--- src/shared/mcsa_cfg.svh ---
// Purpose: constants of the motion command state arbiter
// Assumes: byte addresses on the register bus, 32-bit words
// Notes:   definitions only
`ifndef MCSA_CFG_SVH
`define MCSA_CFG_SVH
// ----------------------------------------
// register offsets (byte addresses)
// ----------------------------------------
`define MCSA_OFF_CTRL    5'h00
`define MCSA_OFF_SEC_POS 5'h04
`define MCSA_OFF_CMD     5'h08
`define MCSA_OFF_STATUS  5'h0c
`define MCSA_OFF_TARGET  5'h10
`define MCSA_OFF_ACTUAL  5'h14
`define MCSA_OFF_PARAM   5'h18
// ----------------------------------------
// field positions
// ----------------------------------------
`define MCSA_F_SEC_EN    0
`define MCSA_F_CODE      3:0
`define MCSA_F_DATA      31:16
`define MCSA_F_SHORT     26:16
`define MCSA_F_POS       15:0
`define MCSA_F_STATE     3:0
`define MCSA_F_SLEEP     4
// ----------------------------------------
// command codes
// ----------------------------------------
`define MCSA_CMD_LOAD    4'h1
`define MCSA_CMD_CLEAR   4'h2
`define MCSA_CMD_SET     4'h3
`define MCSA_CMD_SET_SH  4'h4
`define MCSA_CMD_GOSEC   4'h5
`define MCSA_CMD_TWO     4'h6
`define MCSA_CMD_DECEL   4'h7
`define MCSA_CMD_SLEEP   4'h8
// ----------------------------------------
// reset values and the one-step increment
// ----------------------------------------
`define MCSA_POS_RST     16'h0000
`define MCSA_PAR_RST     16'h0000
`define MCSA_WORD_ZERO   32'h0000_0000
`define MCSA_POS_ONE     16'h0001
`endif

--- src/shared/mcsa_pkg.sv ---
// Purpose: types of the motion command state arbiter
// Assumes: nothing
// Notes:   gray codes follow the usual motion path
package mcsa_pkg;
  typedef enum logic [3:0] {
    MCSA_STANDBY   = 4'h0,
    MCSA_STOPPED   = 4'h1,
    MCSA_MOVING    = 4'h3,
    MCSA_TWO_STEP  = 4'h2,
    MCSA_DECEL     = 4'h6,
    MCSA_FHALT     = 4'h7,
    MCSA_DHALTED   = 4'h5,
    MCSA_SHUTDOWN  = 4'h4,
    MCSA_SLEEP     = 4'hc,
    MCSA_LS_HALT   = 4'hd,
    MCSA_LS_OFF    = 4'hf
  } mcsa_state_t;

  typedef struct packed {
    logic [3:0]  code;
    logic [15:0] data;
  } mcsa_cmd_t;
endpackage : mcsa_pkg

--- src/verilog/mcsa_arbiter.sv ---
// Purpose: decides how bus commands act in each motion state
// Assumes: commands arrive as writes to the command register
// Notes:   other state events enter through bus_timeout, motion_done, step_pulse and ext_state_valid
//
// Operation
// load params in every state but sleep
// stopped go-secondary with enable: target, move
// moving/two-step go-secondary: target only, enable needed
// standby plus sleep or timeout enters sleep
// sleep/timeout sets flag; later command clears
// moving sleep: secondary target, else decelerate
// two-step sleep: secondary target, flag later
// decelerating: sleep waits until motor stops
// halt, shutdown states: sleep waits likewise (code: only forced halt acts at the stop; others keep the flag only)
// set-target and clear-position per state
//
// The implementer's own choices: the Avalon-MM register port and the register offsets.
`timescale 1ns/10ps
`default_nettype none
`include "mcsa_cfg.svh"

module mcsa_arbiter (
  // clock and reset
  input  wire logic                  ref_clk,
  input  wire logic                  sys_rst,
  input  wire logic                  clk_en,
  // avalon-mm slave
  input  wire logic [4:0]            avs_address,
  input  wire logic                  avs_read,
  input  wire logic                  avs_write,
  input  wire logic [31:0]           avs_writedata,
  input  wire logic [3:0]            avs_byteenable,
  output logic      [31:0]           avs_readdata,
  output logic                       avs_waitrequest,
  // state manager events
  input  wire logic                  bus_timeout,
  input  wire logic                  motion_done,
  input  wire logic                  step_pulse,
  input  wire logic                  step_down,
  input  wire logic                  ext_state_valid,
  input  wire mcsa_pkg::mcsa_state_t ext_state,
  // state, positions and parameters
  output mcsa_pkg::mcsa_state_t      motion_state,
  output logic      [15:0]           target_pos,
  output logic      [15:0]           actual_pos,
  output logic      [15:0]           motion_params,
  output logic                       sleep_flag
);

  // ----------------------------------------
  // bus slave
  // ----------------------------------------
  logic        wait_r,   wait_nxt;
  logic [31:0] rdata_r,  rdata_nxt;
  logic        sec_en_r, sec_en_nxt;
  logic [15:0] sec_r,    sec_nxt;
  logic [31:0] be_mask;
  logic        wr_acc;
  logic        cmd_go;
  mcsa_pkg::mcsa_cmd_t cmd;

  mcsa_pkg::mcsa_state_t st_r, st_nxt;
  logic [15:0] tgt_r, tgt_nxt;
  logic [15:0] act_r, act_nxt;
  logic [15:0] par_r, par_nxt;
  logic        slp_r, slp_nxt;
  logic        sleep_req;

  genvar gi;
  generate
    for (gi = 0; gi < 4; gi++)
    begin : g_be
      assign be_mask[gi*8 +: 8] = {8{avs_byteenable[gi]}};
    end
  endgenerate

  // one wait cycle, then the access completes with waitrequest low
  assign wr_acc = avs_write & ~wait_r;
  assign cmd_go = wr_acc & (avs_address == `MCSA_OFF_CMD);
  assign cmd    = '{code: avs_writedata[`MCSA_F_CODE], data: avs_writedata[`MCSA_F_DATA]};

  always_comb
  begin
    logic [31:0] merged;
    merged     = `MCSA_WORD_ZERO;
    wait_nxt   = 1'b1;
    rdata_nxt  = rdata_r;
    sec_en_nxt = sec_en_r;
    sec_nxt    = sec_r;
    if ((avs_read | avs_write) & wait_r)
    begin
      wait_nxt  = 1'b0;
      rdata_nxt = `MCSA_WORD_ZERO;
      if (avs_read)
      begin
        unique case (avs_address)
          `MCSA_OFF_CTRL:    rdata_nxt[`MCSA_F_SEC_EN] = sec_en_r;
          `MCSA_OFF_SEC_POS: rdata_nxt[`MCSA_F_POS]    = sec_r;
          `MCSA_OFF_STATUS:
          begin
            rdata_nxt[`MCSA_F_STATE] = st_r;
            rdata_nxt[`MCSA_F_SLEEP] = slp_r;
          end
          `MCSA_OFF_TARGET:  rdata_nxt[`MCSA_F_POS]    = tgt_r;
          `MCSA_OFF_ACTUAL:  rdata_nxt[`MCSA_F_POS]    = act_r;
          `MCSA_OFF_PARAM:   rdata_nxt[`MCSA_F_POS]    = par_r;
          default:           rdata_nxt = `MCSA_WORD_ZERO;
        endcase
      end
    end
    if (wr_acc)
    begin
      if (avs_address == `MCSA_OFF_CTRL)
      begin
        merged     = ({31'h0000_0000, sec_en_r} & ~be_mask) | (avs_writedata & be_mask);
        sec_en_nxt = merged[`MCSA_F_SEC_EN];
      end
      if (avs_address == `MCSA_OFF_SEC_POS)
      begin
        merged  = ({16'h0000, sec_r} & ~be_mask) | (avs_writedata & be_mask);
        sec_nxt = merged[`MCSA_F_POS];
      end
    end
  end

  always_ff @(posedge ref_clk)
  begin
    if (sys_rst)
    begin
      wait_r   <= 1'b1;
      rdata_r  <= `MCSA_WORD_ZERO;
      sec_en_r <= 1'b0;
      sec_r    <= `MCSA_POS_RST;
    end
    else if (clk_en)
    begin
      wait_r   <= wait_nxt;
      rdata_r  <= rdata_nxt;
      sec_en_r <= sec_en_nxt;
      sec_r    <= sec_nxt;
    end
  end

  // ----------------------------------------
  // command arbitration
  // ----------------------------------------
  assign sleep_req = (cmd_go & (cmd.code == `MCSA_CMD_SLEEP)) | bus_timeout;

  always_comb
  begin
    st_nxt  = st_r;
    tgt_nxt = tgt_r;
    act_nxt = act_r;
    par_nxt = par_r;
    slp_nxt = slp_r;
    if (step_pulse)
      act_nxt = step_down ? act_r - `MCSA_POS_ONE : act_r + `MCSA_POS_ONE;
    // the set beats a clear arriving in the same cycle
    if (cmd_go & (cmd.code != `MCSA_CMD_SLEEP))
      slp_nxt = 1'b0;
    if (sleep_req)
      slp_nxt = 1'b1;
    if (cmd_go)
    begin
      unique case (cmd.code)
        `MCSA_CMD_LOAD:
          if (st_r != mcsa_pkg::MCSA_SLEEP)
            par_nxt = cmd.data;
        `MCSA_CMD_CLEAR:
          if (st_r == mcsa_pkg::MCSA_STOPPED || st_r == mcsa_pkg::MCSA_SHUTDOWN ||
              st_r == mcsa_pkg::MCSA_LS_OFF)
          begin
            tgt_nxt = `MCSA_POS_RST;
            act_nxt = `MCSA_POS_RST;
          end
        `MCSA_CMD_SET, `MCSA_CMD_SET_SH:
        begin
          if (st_r == mcsa_pkg::MCSA_STOPPED || st_r == mcsa_pkg::MCSA_MOVING ||
              st_r == mcsa_pkg::MCSA_TWO_STEP)
            tgt_nxt = (cmd.code == `MCSA_CMD_SET) ? cmd.data
                    : 16'($signed(avs_writedata[`MCSA_F_SHORT]));
          if (st_r == mcsa_pkg::MCSA_STOPPED)
            st_nxt = mcsa_pkg::MCSA_MOVING;
        end
        `MCSA_CMD_GOSEC:
          if (sec_en_r)
          begin
            if (st_r == mcsa_pkg::MCSA_STOPPED)
            begin
              tgt_nxt = sec_r;
              st_nxt  = mcsa_pkg::MCSA_MOVING;
            end
            else if (st_r == mcsa_pkg::MCSA_MOVING || st_r == mcsa_pkg::MCSA_TWO_STEP)
              tgt_nxt = sec_r;
          end
        `MCSA_CMD_TWO:
          if (st_r == mcsa_pkg::MCSA_STOPPED)
            st_nxt = mcsa_pkg::MCSA_TWO_STEP;
        `MCSA_CMD_DECEL:
          if (st_r == mcsa_pkg::MCSA_MOVING)
            st_nxt = mcsa_pkg::MCSA_DECEL;
        default:
          st_nxt = st_r;
      endcase
    end
    // decel and halt states leave the flag; only decel and forced halt act on it at the stop
    if (sleep_req)
    begin
      if (st_r == mcsa_pkg::MCSA_STANDBY)
        st_nxt = mcsa_pkg::MCSA_SLEEP;
      else if (st_r == mcsa_pkg::MCSA_MOVING)
      begin
        if (sec_en_r)
          tgt_nxt = sec_r;
        else
          st_nxt = mcsa_pkg::MCSA_DECEL;
      end
      else if (st_r == mcsa_pkg::MCSA_TWO_STEP && sec_en_r)
        tgt_nxt = sec_r;
    end
    if (motion_done)
    begin
      if (st_r == mcsa_pkg::MCSA_MOVING || st_r == mcsa_pkg::MCSA_TWO_STEP)
        st_nxt = slp_r ? mcsa_pkg::MCSA_SLEEP : mcsa_pkg::MCSA_STOPPED;
      else if (st_r == mcsa_pkg::MCSA_DECEL || st_r == mcsa_pkg::MCSA_FHALT)
      begin
        tgt_nxt = act_r;
        st_nxt  = slp_r ? mcsa_pkg::MCSA_SLEEP : mcsa_pkg::MCSA_STOPPED;
      end
    end
    // sleep is left only through reset
    if (ext_state_valid && st_r != mcsa_pkg::MCSA_SLEEP)
      st_nxt = ext_state;
  end

  always_ff @(posedge ref_clk)
  begin
    if (sys_rst)
    begin
      st_r  <= mcsa_pkg::MCSA_STANDBY;
      tgt_r <= `MCSA_POS_RST;
      act_r <= `MCSA_POS_RST;
      par_r <= `MCSA_PAR_RST;
      slp_r <= 1'b0;
    end
    else if (clk_en)
    begin
      st_r  <= st_nxt;
      tgt_r <= tgt_nxt;
      act_r <= act_nxt;
      par_r <= par_nxt;
      slp_r <= slp_nxt;
    end
  end

  assign avs_readdata    = rdata_r;
  assign avs_waitrequest = wait_r;
  assign motion_state    = st_r;
  assign target_pos      = tgt_r;
  assign actual_pos      = act_r;
  assign motion_params   = par_r;
  assign sleep_flag      = slp_r;

  logic quiet;
  assign quiet = clk_en & ~ext_state_valid & ~motion_done;
endmodule : mcsa_arbiter
`default_nettype wire
--- config.mk ---
export PLATFORM = sky130hd
export DESIGN_NAME = mcsa_arbiter
export DESIGN_NICKNAME = d
export VERILOG_FILES = /design/src/shared/mcsa_pkg.sv /design/src/verilog/mcsa_arbiter.sv
export VERILOG_INCLUDE_DIRS = /design/src /design/src/shared
export SDC_FILE = /design/constraint.sdc
export NUM_CORES = 1
export LEC_CHECK = 0
export BUFFER_PORTS_ARGS = -buffer_cell sky130_fd_sc_hd__buf_2
export CELL_PAD_IN_SITES_DETAIL_PLACEMENT = 1
export CELL_PAD_IN_SITES_GLOBAL_PLACEMENT = 2
export CORE_MARGIN = 2
export CORE_UTILIZATION = 34
export CTS_CLUSTER_DIAMETER = 80
export DETAILED_ROUTE_END_ITERATION = 10
export HOLD_SLACK_MARGIN = 0.1
export PLACE_DENSITY_LB_ADDON = 0.1
export SETUP_SLACK_MARGIN = 0.15
export SLEW_MARGIN = 20
export SYNTH_ARGS = -nofsm -noshare
export SYNTH_HDL_FRONTEND = slang
export SYNTH_SLANG_ARGS = --single-unit
--- constraint.sdc ---
create_clock -name ref_clk -period 5.85 [get_ports ref_clk]
set_input_delay 0.585 -clock ref_clk [delete_from_list [all_inputs] [get_ports ref_clk]]
set_output_delay 0.585 -clock ref_clk [all_outputs]
set_load 0.02 [all_outputs]
After elaboration in Yosys (flattened, before gate mapping)
Index checks and enable logic that the tools add are counted.
{"block": "totals", "register_bits": 103, "wordCells": 108, "in_bits": 55}
{"block": "classes", "mux": 43, "n_eq_ne": 23, "add_sub_neg": 2, "bitwise": 14, "n_reduce_logical": 17}
{"op": "$mux W16", "count": 21}
{"op": "$mux W4", "count": 14}
{"op": "$pmux W16 S3", "count": 1}
{"op": "$pmux W11 S4", "count": 1}
{"op": "$and A16 B16 Y16", "count": 2}
{"op": "$eq A4 B3 Y1 const B", "count": 7}
{"op": "$pmux W4 S5", "count": 1}
{"op": "$add A16 B1 Y16 const B", "count": 1}
{"op": "$eq A4 B2 Y1 const B", "count": 4}
{"op": "$not A16 Y16", "count": 1}
{"op": "$or A16 B16 Y16", "count": 1}
{"op": "$pmux W4 S4", "count": 1}
{"op": "$sub A16 B1 Y16 const B", "count": 1}
{"op": "$eq A5 B5 Y1 const B", "count": 3}
{"op": "$eq A5 B4 Y1 const B", "count": 2}
{"op": "$eq A4 B1 Y1 const B", "count": 2}
{"op": "$eq A4 B4 Y1 const B", "count": 2}
{"op": "$ne A4 B4 Y1 const B", "count": 2}
{"op": "$and A1 B1 Y1", "count": 6}
{"op": "$logic_or A1 B1 Y1", "count": 6}
{"op": "$pmux W1 S6", "count": 1}
{"op": "$reduce_and A3 Y1", "count": 2}
{"op": "$eq A5 B3 Y1 const B", "count": 1}
{"op": "$logic_not A5 Y1", "count": 1}
{"op": "9 further kinds", "count": 15}

Longest topological paths before layout
Gate-level depths: netlist of run 1.
{"block": "logic_depth", "word_depth": 14, "depth_mapped": 9, "ltp_nobuf": 7}

Worst setup path after synthesis of run 1
Ideal clock, no wire load.
{"block": "synth_timing", "path_kind": "input to register", "start": "input port avs_address[2]", "end": "register tgt_r[14], in the netlist target_pos[14]", "required_ns": 5.757, "path_stages": 8, "path_buffers": 3, "setup_time_ns": 0.093, "slack_ns": 3.484, "arrival_time_ns": 2.272, "path_cell_list": "buf_6 or4b_4 nor4b_4 and3_1 buf_6 buf_12 a221oi_2 o311ai_2"}
{"block": "synth_via", "elab_chain_cells": 10, "elab_cells_between_ends": 13, "classes_between": "1 x eq/ne; 9 x mux; 3 x bitwise"}
{"item": "from (decl)", "line_no": "mcsa_arbiter.sv:28", "text": "input wire logic [4:0] avs_address,"}
{"item": "$eq A5 B4 Y1 (no source line) *"}
{"item": "$and A1 B1 Y1 *", "line_no": "mcsa_arbiter.sv:79", "text": "assign cmd_go = wr_acc & (avs_address == `MCSA_OFF_CMD);"}
{"item": "$mux W16", "line_no": "mcsa_arbiter.sv:163", "text": "if (cmd_go)"}
{"item": "$mux W16 (on tied branches)", "line_no": "mcsa_arbiter.sv:218, mcsa_arbiter.sv:213"}
{"item": "$mux W16", "line_no": "mcsa_arbiter.sv:211", "text": "else if (st_r == mcsa_pkg::MCSA_MOVING)"}
{"item": "$mux W16", "line_no": "mcsa_arbiter.sv:209", "text": "if (st_r == mcsa_pkg::MCSA_STANDBY)"}
{"item": "$mux W16 *", "line_no": "mcsa_arbiter.sv:207", "text": "if (sleep_req)"}
{"item": "$mux W16", "line_no": "mcsa_arbiter.sv:225", "text": "else if (st_r == mcsa_pkg::MCSA_DECEL || st_r == mcsa_pkg::MCSA_FHALT)"}
{"item": "$mux W16", "line_no": "mcsa_arbiter.sv:223", "text": "if (st_r == mcsa_pkg::MCSA_MOVING || st_r == mcsa_pkg::MCSA_TWO_STEP)"}
{"item": "$mux W16 *", "line_no": "mcsa_arbiter.sv:221", "text": "if (motion_done)"}
{"item": "to (signal assigned)", "line_no": "mcsa_arbiter.sv:241", "text": "tgt_r <= `MCSA_POS_RST;"}
{"item": "to (signal assigned)", "line_no": "mcsa_arbiter.sv:249", "text": "tgt_r <= tgt_nxt;"}
{"item": "to (decl)", "line_no": "mcsa_arbiter.sv:63", "text": "logic [15:0] tgt_r, tgt_nxt;"}
Every way passes the cells marked *; elsewhere a longest branch is shown, timed or not.
A chain may end at the register's enable or synchronous reset.

Worst setup path in the final report of run 1
{"block": "layout_timing", "start": "register st_r[1], in the netlist motion_state[1]", "end": "register tgt_r[1], in the netlist target_pos[1]"}
{"block": "layout_via", "elab_chain_cells": 14, "elab_cells_between_ends": 30, "classes_between": "7 x eq/ne; 15 x mux; 8 x reduce/logical"}
{"item": "from (decl)", "line_no": "mcsa_arbiter.sv:62", "text": "mcsa_pkg::mcsa_state_t st_r, st_nxt;"}
{"item": "from (signal assigned)", "line_no": "mcsa_arbiter.sv:240", "text": "st_r <= mcsa_pkg::MCSA_STANDBY;"}
{"item": "from (signal assigned)", "line_no": "mcsa_arbiter.sv:248", "text": "st_r <= st_nxt;"}
{"item": "$eq A4 B2 Y1 (on tied branches)"}
{"item": "$logic_or A1 B1 Y1", "line_no": "mcsa_arbiter.sv:193, mcsa_arbiter.sv:223"}
{"item": "$mux W16", "line_no": "mcsa_arbiter.sv:193", "text": "else if (st_r == mcsa_pkg::MCSA_MOVING || st_r == mcsa_pkg::MCSA_TWO_STEP)"}
{"item": "$mux W16", "line_no": "mcsa_arbiter.sv:188", "text": "if (st_r == mcsa_pkg::MCSA_STOPPED)"}
{"item": "$mux W16", "line_no": "mcsa_arbiter.sv:186", "text": "if (sec_en_r)"}
{"item": "$pmux W16 S3", "line_no": "mcsa_arbiter.sv:165", "text": "unique case (cmd.code)"}
{"item": "$mux W16", "line_no": "mcsa_arbiter.sv:163"}
{"item": "$mux W16 (on tied branches)", "line_no": "mcsa_arbiter.sv:218, mcsa_arbiter.sv:213"}
{"item": "$mux W16", "line_no": "mcsa_arbiter.sv:211"}
{"item": "$mux W16", "line_no": "mcsa_arbiter.sv:209"}
{"item": "$mux W16", "line_no": "mcsa_arbiter.sv:207"}
{"item": "$mux W16", "line_no": "mcsa_arbiter.sv:225"}
{"item": "$mux W16", "line_no": "mcsa_arbiter.sv:223"}
{"item": "$mux W16 *", "line_no": "mcsa_arbiter.sv:221"}
Marks and branches as above.

==> results of run 1 <==
-- placed cells by master (no fill, tap or decap), types with 3 or more instances in the layout --
| cell type | netlist | final |
|---|---|---|
| conb_1 | 1 | 16 |
| nand3b_1 | 7 | 7 |
| and3_1 | 4 | 4 |
| o21a_1 | 3 | 3 |
| o21ai_0 | 38 | 38 |
| mux2i_1 | 33 | 33 |
| a222oi_1 | 5 | 5 |
| xor2_1 | 3 | 3 |
| xnor2_1 | 7 | 7 |
| nand3_1 | 12 | 12 |
| o311ai_1 | 4 | 4 |
| o211ai_1 | 6 | 6 |
| a21o_1 | 3 | 3 |
| a21oi_2 | 3 | 3 |
| o22ai_1 | 18 | 18 |
| buf_2 | 8 | 122 |
| a21oi_1 | 63 | 63 |
| inv_1 | 8 | 8 |
| dfxtp_1 | 87 | 87 |
| nor2b_1 | 4 | 4 |
| a221oi_2 | 7 | 7 |
| a211oi_1 | 16 | 16 |
| nor3_1 | 7 | 7 |
| nor2_1 | 92 | 92 |
| o2111ai_1 | 6 | 6 |
| nand4_1 | 3 | 3 |
| nand2b_1 | 5 | 5 |
| nand2_1 | 44 | 44 |
| ha_1 | 14 | 14 |
| clkbuf_16 | 0 | 9 |
| a22oi_1 | 33 | 33 |
| a221oi_1 | 8 | 8 |
| a31oi_1 | 6 | 6 |
| a211oi_2 | 6 | 6 |
| mux2_2 | 7 | 7 |
| buf_4 | 19 | 8 |
-- layout make-up --
| cell class | count | share of cell area |
|---|---|---|
| Clock buffer | 11 | 0.0388 |
| Inverter | 9 | 0.00518 |
| Timing Repair Buffer | 130 | 0.103 |
| Clock inverter | 5 | 0.00864 |
| Sequential cell | 87 | 0.267 |
| Tap cell | 216 | 0.0415 |
| Multi-Input combinational cell | 530 | 0.536 |
-- worst min path at each step --
stage	slack, ns	to	from
3_3_place_gp	0.44	avs_readdata[0]$_SDFFE_PP0P_	avs_readdata[0]$_SDFFE_PP0P_
4_1_cts	0.45	avs_readdata[0]$_SDFFE_PP0P_	avs_readdata[0]$_SDFFE_PP0P_
2_1_floorplan	0.48	flip-flop	flip-flop
5_1_grt	0.48	avs_readdata[0]$_SDFFE_PP0P_	avs_readdata[0]$_SDFFE_PP0P_
6_report	0.45	avs_readdata[0]$_SDFFE_PP0P_	avs_readdata[0]$_SDFFE_PP0P_
3_5_place_dp	0.44	avs_readdata[0]$_SDFFE_PP0P_	avs_readdata[0]$_SDFFE_PP0P_
-- per-layer routing --
metal  wire length, µm  GRT usage
met1             10100      0.331
met2             10100      0.398
met3              1030     0.0388
met4               340     0.0771
met5                 0          0
-- where the power goes --
group,switching [W],internal (W)
Clock,0.000260,0.000354
Sequential,0.0000340,0.000605
Combinational,0.000161,0.0000855
Total,0.000455,0.00104
-- worst reg2reg max path, stage by stage (launching register included) --
cell and delay, ns:
dfxtp_1 0.65, and4b_1 1.03, nand2_1 0.74, o21ai_0 0.40
a211oi_1 0.09, o22ai_1 0.23, a211oi_2 0.10
-- per-stage QoR --
step / cell area, µm² / hold slack (ns) / total power [W]
floorplan: 5650 / 0.483 / 0.000811
global placement: 6210 / 0.439 / 0.000888
detailed placement: 6210 / 0.444 / 0.000897
CTS: 6520 / 0.453 / 0.00151
global route: 6520 / 0.475 / 0.00156
finish: 6520 / 0.454 / 0.00150
-- cells by family (layout without fill, tap and decap cells) --
logic type | Yosys count | after routing | share of synthesized area
AO/OA/AOI/OAI | 241 | 241 | 0.300
XOR/XNOR | 10 | 10 | 0.0156
adder cells (fa/ha/maj) | 15 | 15 | 0.0349
buffers and inverters | 72 | 155 | 0.0760
flip-flops | 87 | 87 | 0.311
multiplexers | 40 | 40 | 0.0731
other | 1 | 16 | 0.000670
AND/OR/NAND/NOR | 208 | 208 | 0.188
==> results.ini, run 1 <==
[status]
status=finished, final reports clean

[setup_path]
rrSetupSlack_ns=2.46
cp-start-kind=flip-flop
slowest_delay_ns=1.02
r2r_cells=6
crit_chain=and4b_1 -> nand2_1 -> o21ai_0 -> a211oi_1 -> o22ai_1 -> a211oi_2
slowest_stage=and4b_1
crit_type=reg -> reg
startpoint=motion_state[1]$_SDFFE_PP0P_
r2r-start=motion_state[1]$_SDFFE_PP0P_
cp_top_family=simple AND/OR/NAND/NOR gates
crit_required_ns=6.04
path_depth=6
arrival_ns=3.59
crit_path_end=target_pos[1]$_SDFFE_PP0P_
worst_setup_path_end_kind=flip-flop
critical_path_peak_fanout=20
crit_buf_inv=0
worstReg2RegEnd=target_pos[1]$_SDFFE_PP0P_

[finish]
diodes=0
seq_area_um2=1740
drive_gt1_frac=0.244
multi_input_area_um2=3490
fin_nets=837
fin_cells=988
synthToLayoutAreaGrowth_pct=16.5
layout.core_utilization=0.407
fillers=2017

[sta]
setup_ws_ns=2.46
tightestPinTransition_ns=1.10
fin_setup_tns_ns=0
rsz0062_at_grt=false
hold_viol=0
max_freq_mhz=295
fin_worst_skew_ns=0.00725
period_minus_slack_ns=3.39
drv_slew=0
finalCritPeriodShare=0.580
relSlewSlack=0.262
setup_viol=0

[run]
cap_violations=0

[synthesis]
syn-instance-count=674
avgSynthCellArea_um2=8.31
synthTopCellsByCount=nor2_1 (92), dfxtp_1 (87), a21oi_1 (63)
synthFlopType=dfxtp_1
ys_seq_area_frac=0.311
post-synth-top-count-cell=nor2_1
synth_top_area_share=0.311
synth_top_cell_by_area=dfxtp_1
yosysWarnings=0
async_flop_share=0
synth-seq-cells=87
syn_area_um2=5600
ys_types=77
synth_area_leaders=dfxtp_1 (31%), nor2_1 (6.2%), mux2i_1 (5.9%), a21oi_1 (5.6%), a22oi_1 (4.4%)
synth_enable_flop_cells=0

[min_path]
hp-class=reg -> reg
worstHoldPathCells=2

[clock_tree]
ctsResizeCount=0
cts_tree=done
postCtsSetupBuffers=0
cts_buffer_depth=2
holdBufCountCts=0
cts-root-buf=clkbuf_16
clkSlewWorstSetupHoldPaths_ns=0.07
clock_sinks=87
clock_latency_ns=0.35
cts_buffers=9
htreeDepth=3

[global_route]
grtUsageTotal=0.244
grt_pass1_vias=5824
overflow=0
grt_first_pass_wirelength_um=33600
grt_max_degree=83
antenna_found_initial=0

[placed_design]
globalplace.congestion=0.851
dp_hpwl_um=14900
dp_cells=972
portBuffers=122
dp_slack_ns=2.35

[floorplan]
io_pins=141
die-width_um=132
rows=46
chipHeight_um=132
coreArea_um2=16000
start_util=0.350
die_area_um2=17500

[drt]
drt_iter0_drc=436
final_antenna_net_count=0
vias_per_cell=5.82
drt_pass1_iterations=5
wl_um=21600
vias=5749
route.detailed.drc=0
wl_per_cell_um=21.8

[power_and_ir_drop]
p_per_area_nw_per_um2=230
ir_drop_mv=0.148
power.leakage_nw=2.50

No activity file was read; power rests on OpenSTA's default activity.
==> run 2, diff against run 1 <==
--- a/config.mk
+++ b/config.mk
@@ -10,7 +10,7 @@
 export CELL_PAD_IN_SITES_DETAIL_PLACEMENT = 1
 export CELL_PAD_IN_SITES_GLOBAL_PLACEMENT = 2
 export CORE_MARGIN = 2
-export CORE_UTILIZATION = 34
+export CORE_UTILIZATION = 28
 export CTS_CLUSTER_DIAMETER = 80
 export DETAILED_ROUTE_END_ITERATION = 10
 export HOLD_SLACK_MARGIN = 0.1
==> constraint.sdc (replaced) <==
create_clock -name ref_clk -period 3 [get_ports ref_clk]
set_input_delay 0.3 -clock ref_clk [delete_from_list [all_inputs] [get_ports ref_clk]]
set_output_delay 0.3 -clock ref_clk [all_outputs]
set_load 0.02 [all_outputs]
==> run 2 against run 1 <==
  * Critical path type unchanged
  * Die area grew 21%
  * Worst hold slack worse by 0.26 ns
  * Sequential power is 92% higher
  * Clock skew grew 0.0015 ns
  * Via count increased by 1.2%
  * Highest routed layer unchanged
  * Setup slack lost 2.0 ns
  * Wire length up 4.1%
  * Sequential cell count did not move
  * Critical endpoint is now target_pos[13]$_SDFFE_PP0P_
==> results.ini, run 2 (synthesis results as in run 1) <==
[clock_tree]
holdBufCountCts=0
cts_tree=done
clock_latency_ns=0.36
clock_sinks=87
postCtsSetupBuffers=0
cts_buffers=9
htreeDepth=3
ctsResizeCount=0
cts_buffer_depth=2
clkSlewWorstSetupHoldPaths_ns=0.07
cts-root-buf=clkbuf_16

[global_route]
grtUsageTotal=0.208
overflow=0
grt_max_degree=48
grt_pass1_vias=5916
grt_first_pass_wirelength_um=34600
antenna_found_initial=0

[power_and_ir_drop]
ir_drop_mv=0.262
power.leakage_nw=2.57
power_w=0.00288
p_per_area_nw_per_um2=431

[setup_path]
critical_path_peak_fanout=20
crit_chain=nor4b_2 -> a31oi_1 -> or2_1 -> buf_4 -> nand2_1 -> a221oi_1 -> o311ai_1
crit_type=reg -> reg
cp_top_family=simple AND/OR/NAND/NOR gates
crit_buf_inv=1
crit_required_ns=3.26
arrival_ns=2.78
slowest_stage=nor4b_2
cp-start-kind=flip-flop
worst_setup_path_end_kind=flip-flop
slowest_delay_ns=0.47

[floorplan]
die_area_um2=21100
die-width_um=145
chipHeight_um=145
coreArea_um2=19500
rows=51
io_pins=141
start_util=0.287

[finish]
postLayoutCellArea_um2=6700
mostFrequentLayoutCells=buf_2 (122), nor2_1 (92), dfxtp_1 (87)
fin_nets=855
drive_gt1_frac=0.259
diodes=0
synthToLayoutAreaGrowth_pct=19.6
layout_commonest_cell=buf_2

[min_path]
hp-class=in -> reg

[drt]
drt_iter0_drc=341
final_antenna_net_count=0
wl_per_cell_um=21.3
drt_pass1_iterations=5
vias_per_cell=5.52
wl_um=22500
route.detailed.drc=0
vias=5820

[status]
status=finished, final reports clean

[sta]
drv_slew=0
hold_viol=0
finalCritPeriodShare=0.839
setup_viol=0
setup_ws_ns=0.484
fin_worst_skew_ns=0.00873
rsz0062_at_grt=false
fin_setup_tns_ns=0
max_freq_mhz=398
tightestPinTransition_ns=0.887
fin_hold_ws_ns=0.194
relSlewSlack=0.404
period_minus_slack_ns=2.52

[placed_design]
portBuffers=122
dp_slack_ns=0.327
dp_hpwl_um=16200
placed_cell_area_um2=6410
globalplace.congestion=0.791

[run]
cap_violations=0

[run 2: area by class of cell]
class                      instances  area, µm²
sequential                        87       1740
tap                              265        332
clock inverter                     5       60.1
inverter                           9       33.8
multi-input combinational        530       3490
fill                            2417      12800
timing repair buffer             148        806
clock buffer                      10        229
[run 2: tightest hold or removal path: cells and delay by family]
kind	cells	cell delay, ns
buf+inv	1	0.09
simple gates	1	0.07
mux	1	0.06
[run 2: path summary, 6_finish.rpt]
path                                start                           end  slack [ns]  depth (start not counted)
max reg2reg  avs_waitrequest$_SDFFE_PP1P_   target_pos[13]$_SDFFE_PP0P_        0.48                          7
min reg2reg  avs_readdata[0]$_SDFFE_PP0P_  avs_readdata[0]$_SDFFE_PP0P_        0.46                          2
min                     avs_writedata[11]                     flip-flop        0.19                          3
max          avs_waitrequest$_SDFFE_PP1P_   target_pos[13]$_SDFFE_PP0P_        0.48                          7
[run 2: metrics by stage]
stage | std cells | utilization
floorplan | 689 | -
global placement | 1039 | 0.328
detailed placement | 1039 | 0.328
CTS | 1054 | 0.343
global route | 1054 | 0.343
finish | 1054 | 0.343
[run 2: where the power goes]
part	internal [W]	total, W	switching (W)
sequential	0.00118	0.00123	0.0000516
combinational	0.000177	0.000507	0.000330
clock	0.000643	0.00115	0.000503
[run 2: metal layers]
metal  GRT usage  vias up  wire, µm
met5           0        -         0
met4      0.0485        0       299
met3      0.0505       26      1190
met2       0.347      163     10700
met1       0.272     2900     10300
li1            -     2731         -
